File: src/include/pec_pkg.sv
// Package for the pulse edge counter: timing constants, variants and widths
package pec_pkg;
   // Module variant selection
   typedef enum logic
   {
      PEC_VARIANT_EDGE,
      PEC_VARIANT_STAMP
   } pec_variant_t;

   localparam int PEC_COUNT_W = 32;
   localparam int PEC_STAMP_W = 32;
   localparam int PEC_OPTION_W = 16;
   localparam logic [PEC_OPTION_W-1:0] PEC_OPTION_TOTAL = 16'h0000;

   // Timestamp tick period and derived clock count
   localparam int PEC_CLK_PERIOD_NS = 4;
   localparam int PEC_STAMP_TICK_NS = 40;
   localparam int PEC_STAMP_DIV = (PEC_STAMP_TICK_NS + PEC_CLK_PERIOD_NS - 1) / PEC_CLK_PERIOD_NS;
   localparam int PEC_DIV_W = 4;
   localparam logic [PEC_DIV_W-1:0] PEC_DIV_LAST = PEC_DIV_W'(PEC_STAMP_DIV - 1);
   localparam logic [PEC_DIV_W-1:0] PEC_DIV_ZERO = 4'h0;

   localparam logic [PEC_COUNT_W-1:0] PEC_COUNT_ZERO = 32'h00000000;
   localparam logic [PEC_COUNT_W-1:0] PEC_COUNT_ONE = 32'h00000001;
   localparam logic [PEC_STAMP_W-1:0] PEC_STAMP_ZERO = 32'h00000000;
   localparam logic [PEC_STAMP_W-1:0] PEC_STAMP_ONE = 32'h00000001;
endpackage : pec_pkg

File: src/rtl/pec_stamp_timer.sv
// Free-running 40 ns timestamp counter
`timescale 1ns/100ps
module pec_stamp_timer
   import pec_pkg::*;
(
   input wire logic core_clk_i,
   input wire logic rst_i,
   output logic [PEC_STAMP_W-1:0] stamp_o
);

   logic [PEC_DIV_W-1:0] div_cnt;
   wire tick = (div_cnt == PEC_DIV_LAST);
   wire [PEC_DIV_W-1:0] next_div_cnt = tick ? PEC_DIV_ZERO : div_cnt + PEC_DIV_W'(1);
   // Wraps modulo 2^32, the host takes the unsigned difference
   wire [PEC_STAMP_W-1:0] next_stamp = stamp_o + PEC_STAMP_ONE;

   always_ff @(posedge core_clk_i)
   begin
      if (rst_i)
      begin
         div_cnt <= PEC_DIV_ZERO;
         stamp_o <= PEC_STAMP_ZERO;
      end
      else
      begin
         div_cnt <= next_div_cnt;
         if (tick)
         begin
            stamp_o <= next_stamp;
         end
      end
   end

   AST_STAMP_STEP: assert property (@(posedge core_clk_i) disable iff (rst_i)
      $past(tick) && !$past(rst_i) |-> stamp_o == $past(stamp_o) + PEC_STAMP_ONE)
      else $error("Timestamp did not advance on tick");

   AST_STAMP_HOLD: assert property (@(posedge core_clk_i) disable iff (rst_i)
      !$past(tick) && !$past(rst_i) |-> $stable(stamp_o))
      else $error("Timestamp moved between ticks");

endmodule : pec_stamp_timer

File: src/rtl/pec_counter.sv
// Pulse edge counter with per-scan snapshot and edge timestamp capture
`timescale 1ns/100ps

// How it works
// Option zero: report raw running total, never cleared per scan.
// Edge variant counts rising edges; stamp variant counts falling edges.
// Every qualifying edge adds exactly one to the count.
// Host divides counts by scan interval for frequency.
// Host treats option above one as running-average window in ms.
// Host reports scan frequency on edge scans, zero otherwise.
// Host averaged edge-count output holds or decays to zero.
// Host keeps over-range value in average for full window.
// On scan tick the count is snapshotted and counter cleared.
// Stamp variant supplies last edge time before and within previous scan.
// Host computes period from stamps at 40 ns and divides count.
// Timestamps come from a 32-bit counter ticking every 40 ns.
// Host reports true frequency on edge scans, zero otherwise.
// Host averaged stamp output holds true value or drops to zero.
// Host should provision at least 500 scan buffers.
// Timestamp counter wraps freely; host uses unsigned difference.
module pec_counter
   import pec_pkg::*;
(
   input wire logic core_clk_i,
   input wire logic rst_i,
   input wire logic pulse_i,
   input wire logic scan_tick_i,
   input wire logic variant_i,
   input wire logic [PEC_OPTION_W-1:0] averaging_option_i,
   output logic [PEC_COUNT_W-1:0] edge_tally_instruction_o,
   output logic [PEC_STAMP_W-1:0] stamp_before_o,
   output logic [PEC_STAMP_W-1:0] stamp_within_o,
   output logic result_valid_o
);

   // ----------------------------------------------------------------
   // Input synchroniser and edge detect
   // ----------------------------------------------------------------
   logic pulse_meta;
   logic pulse_sync;
   logic pulse_prev;

   always_ff @(posedge core_clk_i)
   begin
      if (rst_i)
      begin
         pulse_meta <= 1'b0;
         pulse_sync <= 1'b0;
         pulse_prev <= 1'b0;
      end
      else
      begin
         pulse_meta <= pulse_i;
         pulse_sync <= pulse_meta;
         pulse_prev <= pulse_sync;
      end
   end

   wire rise_seen = pulse_sync && !pulse_prev;
   wire fall_seen = !pulse_sync && pulse_prev;
   wire stamp_mode = (pec_variant_t'(variant_i) == PEC_VARIANT_STAMP);
   wire edge_hit = stamp_mode ? fall_seen : rise_seen;
   wire total_mode = (averaging_option_i == PEC_OPTION_TOTAL);

   // ----------------------------------------------------------------
   // Timestamp source
   // ----------------------------------------------------------------
   logic [PEC_STAMP_W-1:0] stamp_now;

   pec_stamp_timer u_timer
   (
      .core_clk_i(core_clk_i),
      .rst_i(rst_i),
      .stamp_o(stamp_now)
   );

   // ----------------------------------------------------------------
   // Accumulator and capture
   // ----------------------------------------------------------------
   logic [PEC_COUNT_W-1:0] accum;
   logic [PEC_STAMP_W-1:0] last_edge_stamp;
   logic [PEC_STAMP_W-1:0] prev_scan_stamp;

   // Outside total mode an edge landing on the scan tick belongs to the new interval, so it is not lost
   wire [PEC_COUNT_W-1:0] accum_inc = accum + PEC_COUNT_ONE;
   wire [PEC_COUNT_W-1:0] accum_base = (scan_tick_i && !total_mode) ? PEC_COUNT_ZERO : accum;
   wire [PEC_COUNT_W-1:0] accum_base_inc = accum_base + PEC_COUNT_ONE;
   wire [PEC_COUNT_W-1:0] next_accum = edge_hit ? accum_base_inc : accum_base;
   // Snapshot includes a same-cycle edge in total mode only, so the total stays exact
   wire [PEC_COUNT_W-1:0] next_report = (total_mode && edge_hit) ? accum_inc : accum;
   wire [PEC_STAMP_W-1:0] next_last_edge = edge_hit ? stamp_now : last_edge_stamp;

   always_ff @(posedge core_clk_i)
   begin
      if (rst_i)
      begin
         accum <= PEC_COUNT_ZERO;
         last_edge_stamp <= PEC_STAMP_ZERO;
         prev_scan_stamp <= PEC_STAMP_ZERO;
      end
      else
      begin
         accum <= next_accum;
         last_edge_stamp <= next_last_edge;
         if (scan_tick_i)
         begin
            prev_scan_stamp <= last_edge_stamp;
         end
      end
   end

   // ----------------------------------------------------------------
   // Scan outputs
   // ----------------------------------------------------------------
   wire [PEC_STAMP_W-1:0] next_before = stamp_mode ? prev_scan_stamp : PEC_STAMP_ZERO;
   wire [PEC_STAMP_W-1:0] next_within = stamp_mode ? last_edge_stamp : PEC_STAMP_ZERO;

   always_ff @(posedge core_clk_i)
   begin
      if (rst_i)
      begin
         edge_tally_instruction_o <= PEC_COUNT_ZERO;
         stamp_before_o <= PEC_STAMP_ZERO;
         stamp_within_o <= PEC_STAMP_ZERO;
         result_valid_o <= 1'b0;
      end
      else
      begin
         result_valid_o <= scan_tick_i;
         if (scan_tick_i)
         begin
            edge_tally_instruction_o <= next_report;
            stamp_before_o <= next_before;
            stamp_within_o <= next_within;
         end
      end
   end

   // ----------------------------------------------------------------
   // Checks
   // ----------------------------------------------------------------
   AST_COUNT_STEP: assert property (@(posedge core_clk_i) disable iff (rst_i)
      !$past(rst_i) && !$past(scan_tick_i) |-> accum == $past(accum) + ($past(edge_hit) ? 1 : 0))
      else $error("Count did not step by exactly one edge");

   AST_SCAN_CLEAR: assert property (@(posedge core_clk_i) disable iff (rst_i)
      scan_tick_i && !total_mode && !rst_i |=> accum == ($past(edge_hit) ? PEC_COUNT_ONE : PEC_COUNT_ZERO))
      else $error("Counter not cleared at scan");

   AST_SCAN_REPORT: assert property (@(posedge core_clk_i) disable iff (rst_i)
      scan_tick_i && !total_mode |=> edge_tally_instruction_o == $past(accum) && result_valid_o)
      else $error("Scan snapshot wrong");

   AST_TOTAL_KEEP: assert property (@(posedge core_clk_i) disable iff (rst_i)
      scan_tick_i && total_mode && !$past(rst_i) |=> accum == $past(accum) + ($past(edge_hit) ? 1 : 0))
      else $error("Total cleared in count mode");

   // Checked against the pin history, not the synchroniser flops, so a broken chain is caught
   AST_EDGE_SENSE: assert property (@(posedge core_clk_i) disable iff (rst_i)
      edge_hit && !$past(rst_i) && !$past(rst_i, 2) && !$past(rst_i, 3)
      |-> $past(pulse_i, 2) == !stamp_mode && $past(pulse_i, 3) == stamp_mode)
      else $error("Counted the wrong edge polarity");

   AST_STAMP_WITHIN: assert property (@(posedge core_clk_i) disable iff (rst_i)
      scan_tick_i && stamp_mode |=> stamp_within_o == $past(last_edge_stamp))
      else $error("Within-scan stamp wrong");

   AST_STAMP_BEFORE: assert property (@(posedge core_clk_i) disable iff (rst_i)
      scan_tick_i && stamp_mode |=> stamp_before_o == $past(prev_scan_stamp))
      else $error("Before-scan stamp wrong");

   AST_VALID_PULSE: assert property (@(posedge core_clk_i) disable iff (rst_i)
      result_valid_o |-> $past(scan_tick_i))
      else $error("Valid without a scan tick");

   AST_VALID_FOLLOWS: assert property (@(posedge core_clk_i) disable iff (rst_i)
      scan_tick_i |=> result_valid_o)
      else $error("Scan tick gave no valid pulse");

   AST_OUT_HOLD: assert property (@(posedge core_clk_i) disable iff (rst_i)
      !scan_tick_i |=> $stable(edge_tally_instruction_o) && $stable(stamp_before_o) && $stable(stamp_within_o))
      else $error("Scan outputs moved between ticks");

   // In total mode an edge on the tick cycle must already be in the reported total
   AST_TOTAL_REPORT: assert property (@(posedge core_clk_i) disable iff (rst_i)
      scan_tick_i && total_mode |=> edge_tally_instruction_o == $past(accum) + ($past(edge_hit) ? 1 : 0))
      else $error("Raw total report wrong");

   AST_EDGE_CAPTURE: assert property (@(posedge core_clk_i) disable iff (rst_i)
      edge_hit |=> last_edge_stamp == $past(stamp_now))
      else $error("Edge time not captured");

   AST_EDGE_VARIANT_ZERO: assert property (@(posedge core_clk_i) disable iff (rst_i)
      result_valid_o && !stamp_mode |-> stamp_before_o == PEC_STAMP_ZERO && stamp_within_o == PEC_STAMP_ZERO)
      else $error("Edge variant reported stamps");

   AST_RESET_CLEAR: assert property (@(posedge core_clk_i)
      rst_i |=> edge_tally_instruction_o == PEC_COUNT_ZERO && !result_valid_o && accum == PEC_COUNT_ZERO)
      else $error("Reset left state behind");

endmodule : pec_counter

File: config.mk
export PLATFORM = sky130hd
export DESIGN_NAME = pec_counter
export DESIGN_NICKNAME = d
export VERILOG_FILES = /design/src/include/pec_pkg.sv /design/src/rtl/pec_stamp_timer.sv /design/src/rtl/pec_counter.sv
export SDC_FILE = /design/constraint.sdc
export NUM_CORES = 1
export LEC_CHECK = 0
export ABC_AREA = 0
export BUFFER_PORTS_ARGS = -buffer_cell sky130_fd_sc_hd__buf_2
export CAP_MARGIN = 0
export CORE_AREA = 2 2 181 112
export CTS_BUF_LIST = sky130_fd_sc_hd__clkbuf_8
export DETAILED_ROUTE_END_ITERATION = 8
export DIE_AREA = 0 0 183 114
export GPL_TIMING_DRIVEN = 0
export PLACE_DENSITY = 0.8
export SYNTH_ARGS = -nofsm -noshare
export SYNTH_HDL_FRONTEND = slang
export SYNTH_SLANG_ARGS = --single-unit
export TNS_END_PERCENT = 10
File: constraint.sdc
create_clock -name core_clk_i -period 3.6 [get_ports core_clk_i]
set_input_delay 0 -clock core_clk_i [delete_from_list [all_inputs] [get_ports core_clk_i]]
set_output_delay 0 -clock core_clk_i [all_outputs]
set_load 0.02 [all_outputs]
; Yosys cells after proc, flatten, opt, wreduce, memory -nomap -nowiden
; Index checks and enable logic that the tools add are counted.
[classes]
add_sub_neg = 4
reduce_logical = 9
mux = 6
n_eq_ne = 1
[ops]
columns = operator, n
row1 = 32-bit 2-to-1 mux, 5
row2 = 32-bit by 1-bit adder with 32-bit output (second input constant), 3
row3 = 16-bit zero test, 1
row4 = 4-bit by 1-bit adder with 4-bit output (second input constant), 1
row5 = 4-bit equality test (second input constant), 1
row6 = 1-bit logical AND, 4
row7 = 1-bit zero test, 3
row8 = 2-bit OR reduction, 1
row9 = 1-bit 2-to-1 mux, 1
[totals]
ff_bits = 232
out_inout_bits = 97

; Logic depth before layout (Yosys ltp)
[logic_depth]
ltp_word = 6
depth_mapped = 11
ltp_nobuf = 10

; Cells and area by module
; A second synthesis with hierarchy kept.
[hier_totals]
hier_cells = 1058
hier_area_um2 = 9451.6
[by_module_without_submodules]
columns = mod, instances, cells_per_inst, area_each_um2, seq_area_each_um2
row1 = pec_counter, 1, 860, 7723.7, 3923.8
row2 = pec_stamp_timer, 1, 198, 1727.9, 720.7

; Worst setup path after synthesis
; No wires, ideal clock.
[synth_timing]
path_kind = input to register
startpoint = input port averaging_option_i[10]
endpoint = register accum[30]
cell_stages = 11
arrival_time_ns = 2.103
path_slack_ns = 1.369
required_ns = 3.472
path_buffers = 2
cell_sequence = nor4_1 nand4_1 clkbuf_1 a21boi_0 ha_1 and3_1 o211ai_1 clkbuf_1 a2111oi_2 xnor2_1 nor2_1
[synth_between]
elab_chain_len = 6
[synth_lines]
columns = item, line_no
row1 = from (decl), pec_counter.sv:29  ; input wire logic [PEC_OPTION_W-1:0] averaging_option_i,
row2 = 16-bit zero test *, pec_counter.sv:63  ; wire total_mode = (averaging_option_i == PEC_OPTION_TOTAL);
row3 = 1-bit zero test *, pec_counter.sv:86  ; wire [PEC_COUNT_W-1:0] accum_base = (scan_tick_i && !total_mode) ? PEC_COUNT_ZERO : accum;
row4 = 1-bit logical AND *, pec_counter.sv:86
row5 = 32-bit 2-to-1 mux *, pec_counter.sv:86
row6 = 32-bit by 1-bit adder with 32-bit output, pec_counter.sv:87  ; wire [PEC_COUNT_W-1:0] accum_base_inc = accum_base + PEC_COUNT_ONE;
row7 = 32-bit 2-to-1 mux *, pec_counter.sv:88  ; wire [PEC_COUNT_W-1:0] next_accum = edge_hit ? accum_base_inc : accum_base;
row8 = to (signal assigned), pec_counter.sv:103  ; accum <= next_accum;
row9 = to (decl), pec_counter.sv:80  ; logic [PEC_COUNT_W-1:0] accum;
; Mark *: on every way between the ends. The rest lies on a longest branch, timed or not.
; A chain may end at the register's enable or synchronous reset.

; Final worst setup path
[layout_timing]
startpoint = register u_timer.div_cnt[0]
endpoint = register u_timer.stamp_o[29]
[layout_between]
elab_chain_len = 1
[layout_lines]
columns = item, line_no
row1 = from (decl), pec_stamp_timer.sv:11  ; logic [PEC_DIV_W-1:0] div_cnt;
row2 = from (signal assigned), pec_stamp_timer.sv:26  ; div_cnt <= next_div_cnt;
row3 = 4-bit equality test, pec_stamp_timer.sv:12  ; wire tick = (div_cnt == PEC_DIV_LAST);
row4 = to (signal assigned), pec_stamp_timer.sv:29  ; stamp_o <= next_stamp;
row5 = to (decl), pec_stamp_timer.sv:8  ; output logic [PEC_STAMP_W-1:0] stamp_o
; No other way between the ends.

==> flow_summary_export.csv <==
group,metric,value,unit
run_status,status,"finished clean",
yosys,syn_area,9430,µm²
floorplanning,rows,40,
floorplanning,die_h,114,µm
yosys,yosysWarnings,0,
timing,skew,0.0214,ns
worst_setup_path,end_kind,"flip-flop",
timing,min_period_over_period,71.0,%
global_route,antenna_found_initial,0,
worst_setup_path,critPathTopFamily,"simple AND/OR/NAND/NOR gates",
clock_tree,clk_pin_slew,0.06,ns
floorplanning,die_area,20900,µm²
drt,totalWireLength,24200,µm
floorplanning,core_area,19400,µm²
yosys,ys_seq_area_share,49.2,%
global_route,grt_overflow,0,
timing,final_max_slew_viol_count,0,
yosys,ys.flop_type,"dfxtp_1",
final_layout,antenna_cells,0,
placed_design,place_area,10300,µm²
placed_design,dpl.hpwl,17300,µm
timing,fin_tns_setup,0,ns
worst_setup_path,slowest_delay,0.77,ns
clock_tree,clock_path_buffers,3,
worst_setup_path,cp_max_fo,10,
clock_tree,cts_root_buf,"clkbuf_8",
timing,min_period,2.56,ns
final_layout,finalInstanceArea,11100,µm²
yosys,ys_ff_latch,232,
placed_design,place_congestion,0.906,
floorplanning,die_width,183,µm
yosys,async_reset_ff_share,0,%
final_layout,layout-area-overhead-vs-synth,17.6,%
clock_tree,cts_num_sinks,232,
power_and_ir_drop,p_per_area,458,nW/µm²
min_path,min_path_cells,6,
drt,firstDrtPassIters,5,
yosys,synth_area_per_cell,9.11,µm²
global_route,grt_usage,22.8,%
timing,relSlewSlack,45.0,%
power_and_ir_drop,leakage,4.15,nW
drt,vias,7976,
timing,setup_viol,0,
yosys,synth_edf_count,0,
floorplanning,ioPinCount,118,
worst_setup_path,crit_cells,7,
clock_tree,cts_made_buffers,36,
drt,post_drt_wl_per_cell,16.5,µm
timing,fmax,391,MHz
timing,rsz0062_at_grt,"no",
worst_setup_path,crit_arrival,2.93,ns
final_layout,utilization,57.1,%
yosys,syn-num-nets,1061,
clock_tree,h-tree-depth,2,
global_route,grt_pass1_wl,38400,µm
final_layout,fin_nets,1217,
clock_tree,cts_resized,0,
worst_setup_path,critPathLaunchType,"flip-flop",
worst_setup_path,cp_data_required_time,3.97,ns
worst_setup_path,cpMaxStageDelayCell,"nor4_1",
power_and_ir_drop,ir_worst_vdd,0.232,mV
placed_design,dp.cells,1402,
drt,drc,0,
yosys,syn_inst,1035,
drt,antenna_left,0,
worst_setup_path,cp.buffers_inverters,1,
timing,holdWs,0.108,ns
global_route,grt_pass1_vias,7313,
timing,worst_pin_slew,0.817,ns
min_path,holdCritPathClass,"input port to flip-flop",
clock_tree,worstSkewPairLatency,0.52,ns
timing,finalHoldViolCount,0,
floorplanning,start_util,48.6,%
placed_design,pre_cts_ws,0.566,ns
worst_setup_path,worst-setup-path-type,"flip-flop to flip-flop",
power_and_ir_drop,power.total,5.08,mW
global_route,grt_max_degree,11,
timing,layout_setup_ws,1.04,ns
placed_design,portBuffers,115,
drt,viasPerCell,5.44,
drt,drt-initial-drc-count,676,
worst_setup_path,ff2ff_path_depth,7,
clock_tree,cts_tree,"yes",
flow_run,drv_cap,0,
worst_setup_path,path_cells,"ha_1 -> nand3b_1 -> nor4_1 -> clkbuf_1 -> nand4_1 -> xor2_1 -> nor2_1",
yosys,ys_types,46,
final_layout,drive_above_1_share,17.7,%
final_layout,final_cells,1466,
routing by layer:
metal	up-vias	global-route usage [%]	part of all wire [%]
li1	3877	-	-
met1	3757	35.1	51
met2	305	31.8	39
met3	37	5.75	9.1
met4	0	5.39	1.4
met5	-	0	0
area by class of cell:
| cell class | count | area [µm²] |
|---|---|---|
| Buffer | 83 | 340 |
| Clock buffer | 47 | 647 |
| Clock inverter | 14 | 96.3 |
| Fill cell | 1706 | 8320 |
| Inverter | 5 | 18.8 |
| Multi-Input combinational cell | 715 | 4430 |
| Sequential cell | 232 | 4640 |
| Tap cell | 252 | 315 |
| Timing Repair Buffer | 118 | 606 |
what timing repair did:
| action | in CTS | in global routing |
|---|---|---|
| hold buffers | 3 | 0 |
| buffers inserted | 0 | 0 |
| endpoints found under the setup margin | 0 | 0 |
| hold endpoints to repair | 7 | 0 |
cells in the mapped netlist (12+ instances only):
| cell | number | area, µm² |
|---|---|---|
| nor2_1 | 143 | 537 |
| a211oi_1 | 27 | 203 |
| buf_2 | 17 | 85.1 |
| and4_1 | 14 | 123 |
| dfxtp_1 | 232 | 4640 |
| mux2i_1 | 32 | 320 |
| nand2b_1 | 35 | 219 |
| xnor2_1 | 64 | 561 |
| a22o_1 | 32 | 280 |
| a21oi_1 | 66 | 330 |
| xor2_1 | 29 | 254 |
| nand4_1 | 26 | 163 |
| nand2_1 | 88 | 330 |
| nand3_1 | 51 | 255 |
| clkbuf_1 | 58 | 218 |
| nor4_1 | 12 | 75.1 |
| nor3_1 | 25 | 125 |
placed cells by master, fill, tap and decap left out, types with 5 or more instances in the layout:
cell      Yosys  final
nand2b_1     35     35
clkbuf_8      0     47
nor3_1       25     25
xor2_1       29     29
buf_2        17    132
inv_1         5     11
and4_1       14     14
mux2i_1      32     32
and3_1       10     10
a211oi_1     27     27
nor2b_1       5      5
nor2_1      143    143
a21oi_1      66     66
and2_1        5      5
nor4_1       12     12
nand4_1      26     26
nand3_1      51     51
ha_1          5      5
buf_1         7      7
nand2_1      88     88
a22o_1       32     32
xnor2_1      64     64
nor4_2       11     11
clkbuf_1     58     58
dfxtp_1     232    232
worst min-delay path: stages:
cell     delay (ns)
buf_2          0.08
nor4_1         0.04
nand4_1        0.18
nand2_1        0.12
nand3_1        0.08
a21oi_1        0.06
flip-flops by register name (all words and copies together), names as in the netlist:
signal	cells
pulse_meta	1
accum	32
result_valid_o	1
prev_scan_stamp	32
u_timer.stamp_o	32
edge_tally_instruction_o	32
stamp_within_o	32
pulse_sync	1
u_timer.div_cnt	4
stamp_before_o	32
last_edge_stamp	32
pulse_prev	1
path summary, 6_finish.rpt:
kind / startpoint / endpoint / slack (ns)
min: averaging_option_i[14] / accum[1] / 0.11
max reg2reg: u_timer.div_cnt[0] / u_timer.stamp_o[29] / 1.04
min reg2reg: pulse_meta / pulse_sync / 0.44
max: u_timer.div_cnt[0] / u_timer.stamp_o[29] / 1.04
report_power, final:
group / leakage (nW) / internal [mW] / switching [mW] / total (mW)
combinational: 1.87 / 0.0662 / 0.164 / 0.230
clock: 0.404 / 1.24 / 1.01 / 2.25
sequential: 1.87 / 2.59 / 0.0130 / 2.60
total: 4.15 / 3.90 / 1.18 / 5.08
cell families after synthesis:
kind of cell / Yosys count / synth area share, %
buf+inv: 88 / 3.81
flops: 232 / 49.2
xor+xnor: 93 / 8.64
simple gates: 440 / 23.5
mux: 33 / 3.52
fa+ha+maj: 5 / 0.663
compound gates: 144 / 10.6
No activity file was read; power rests on OpenSTA's default activity.
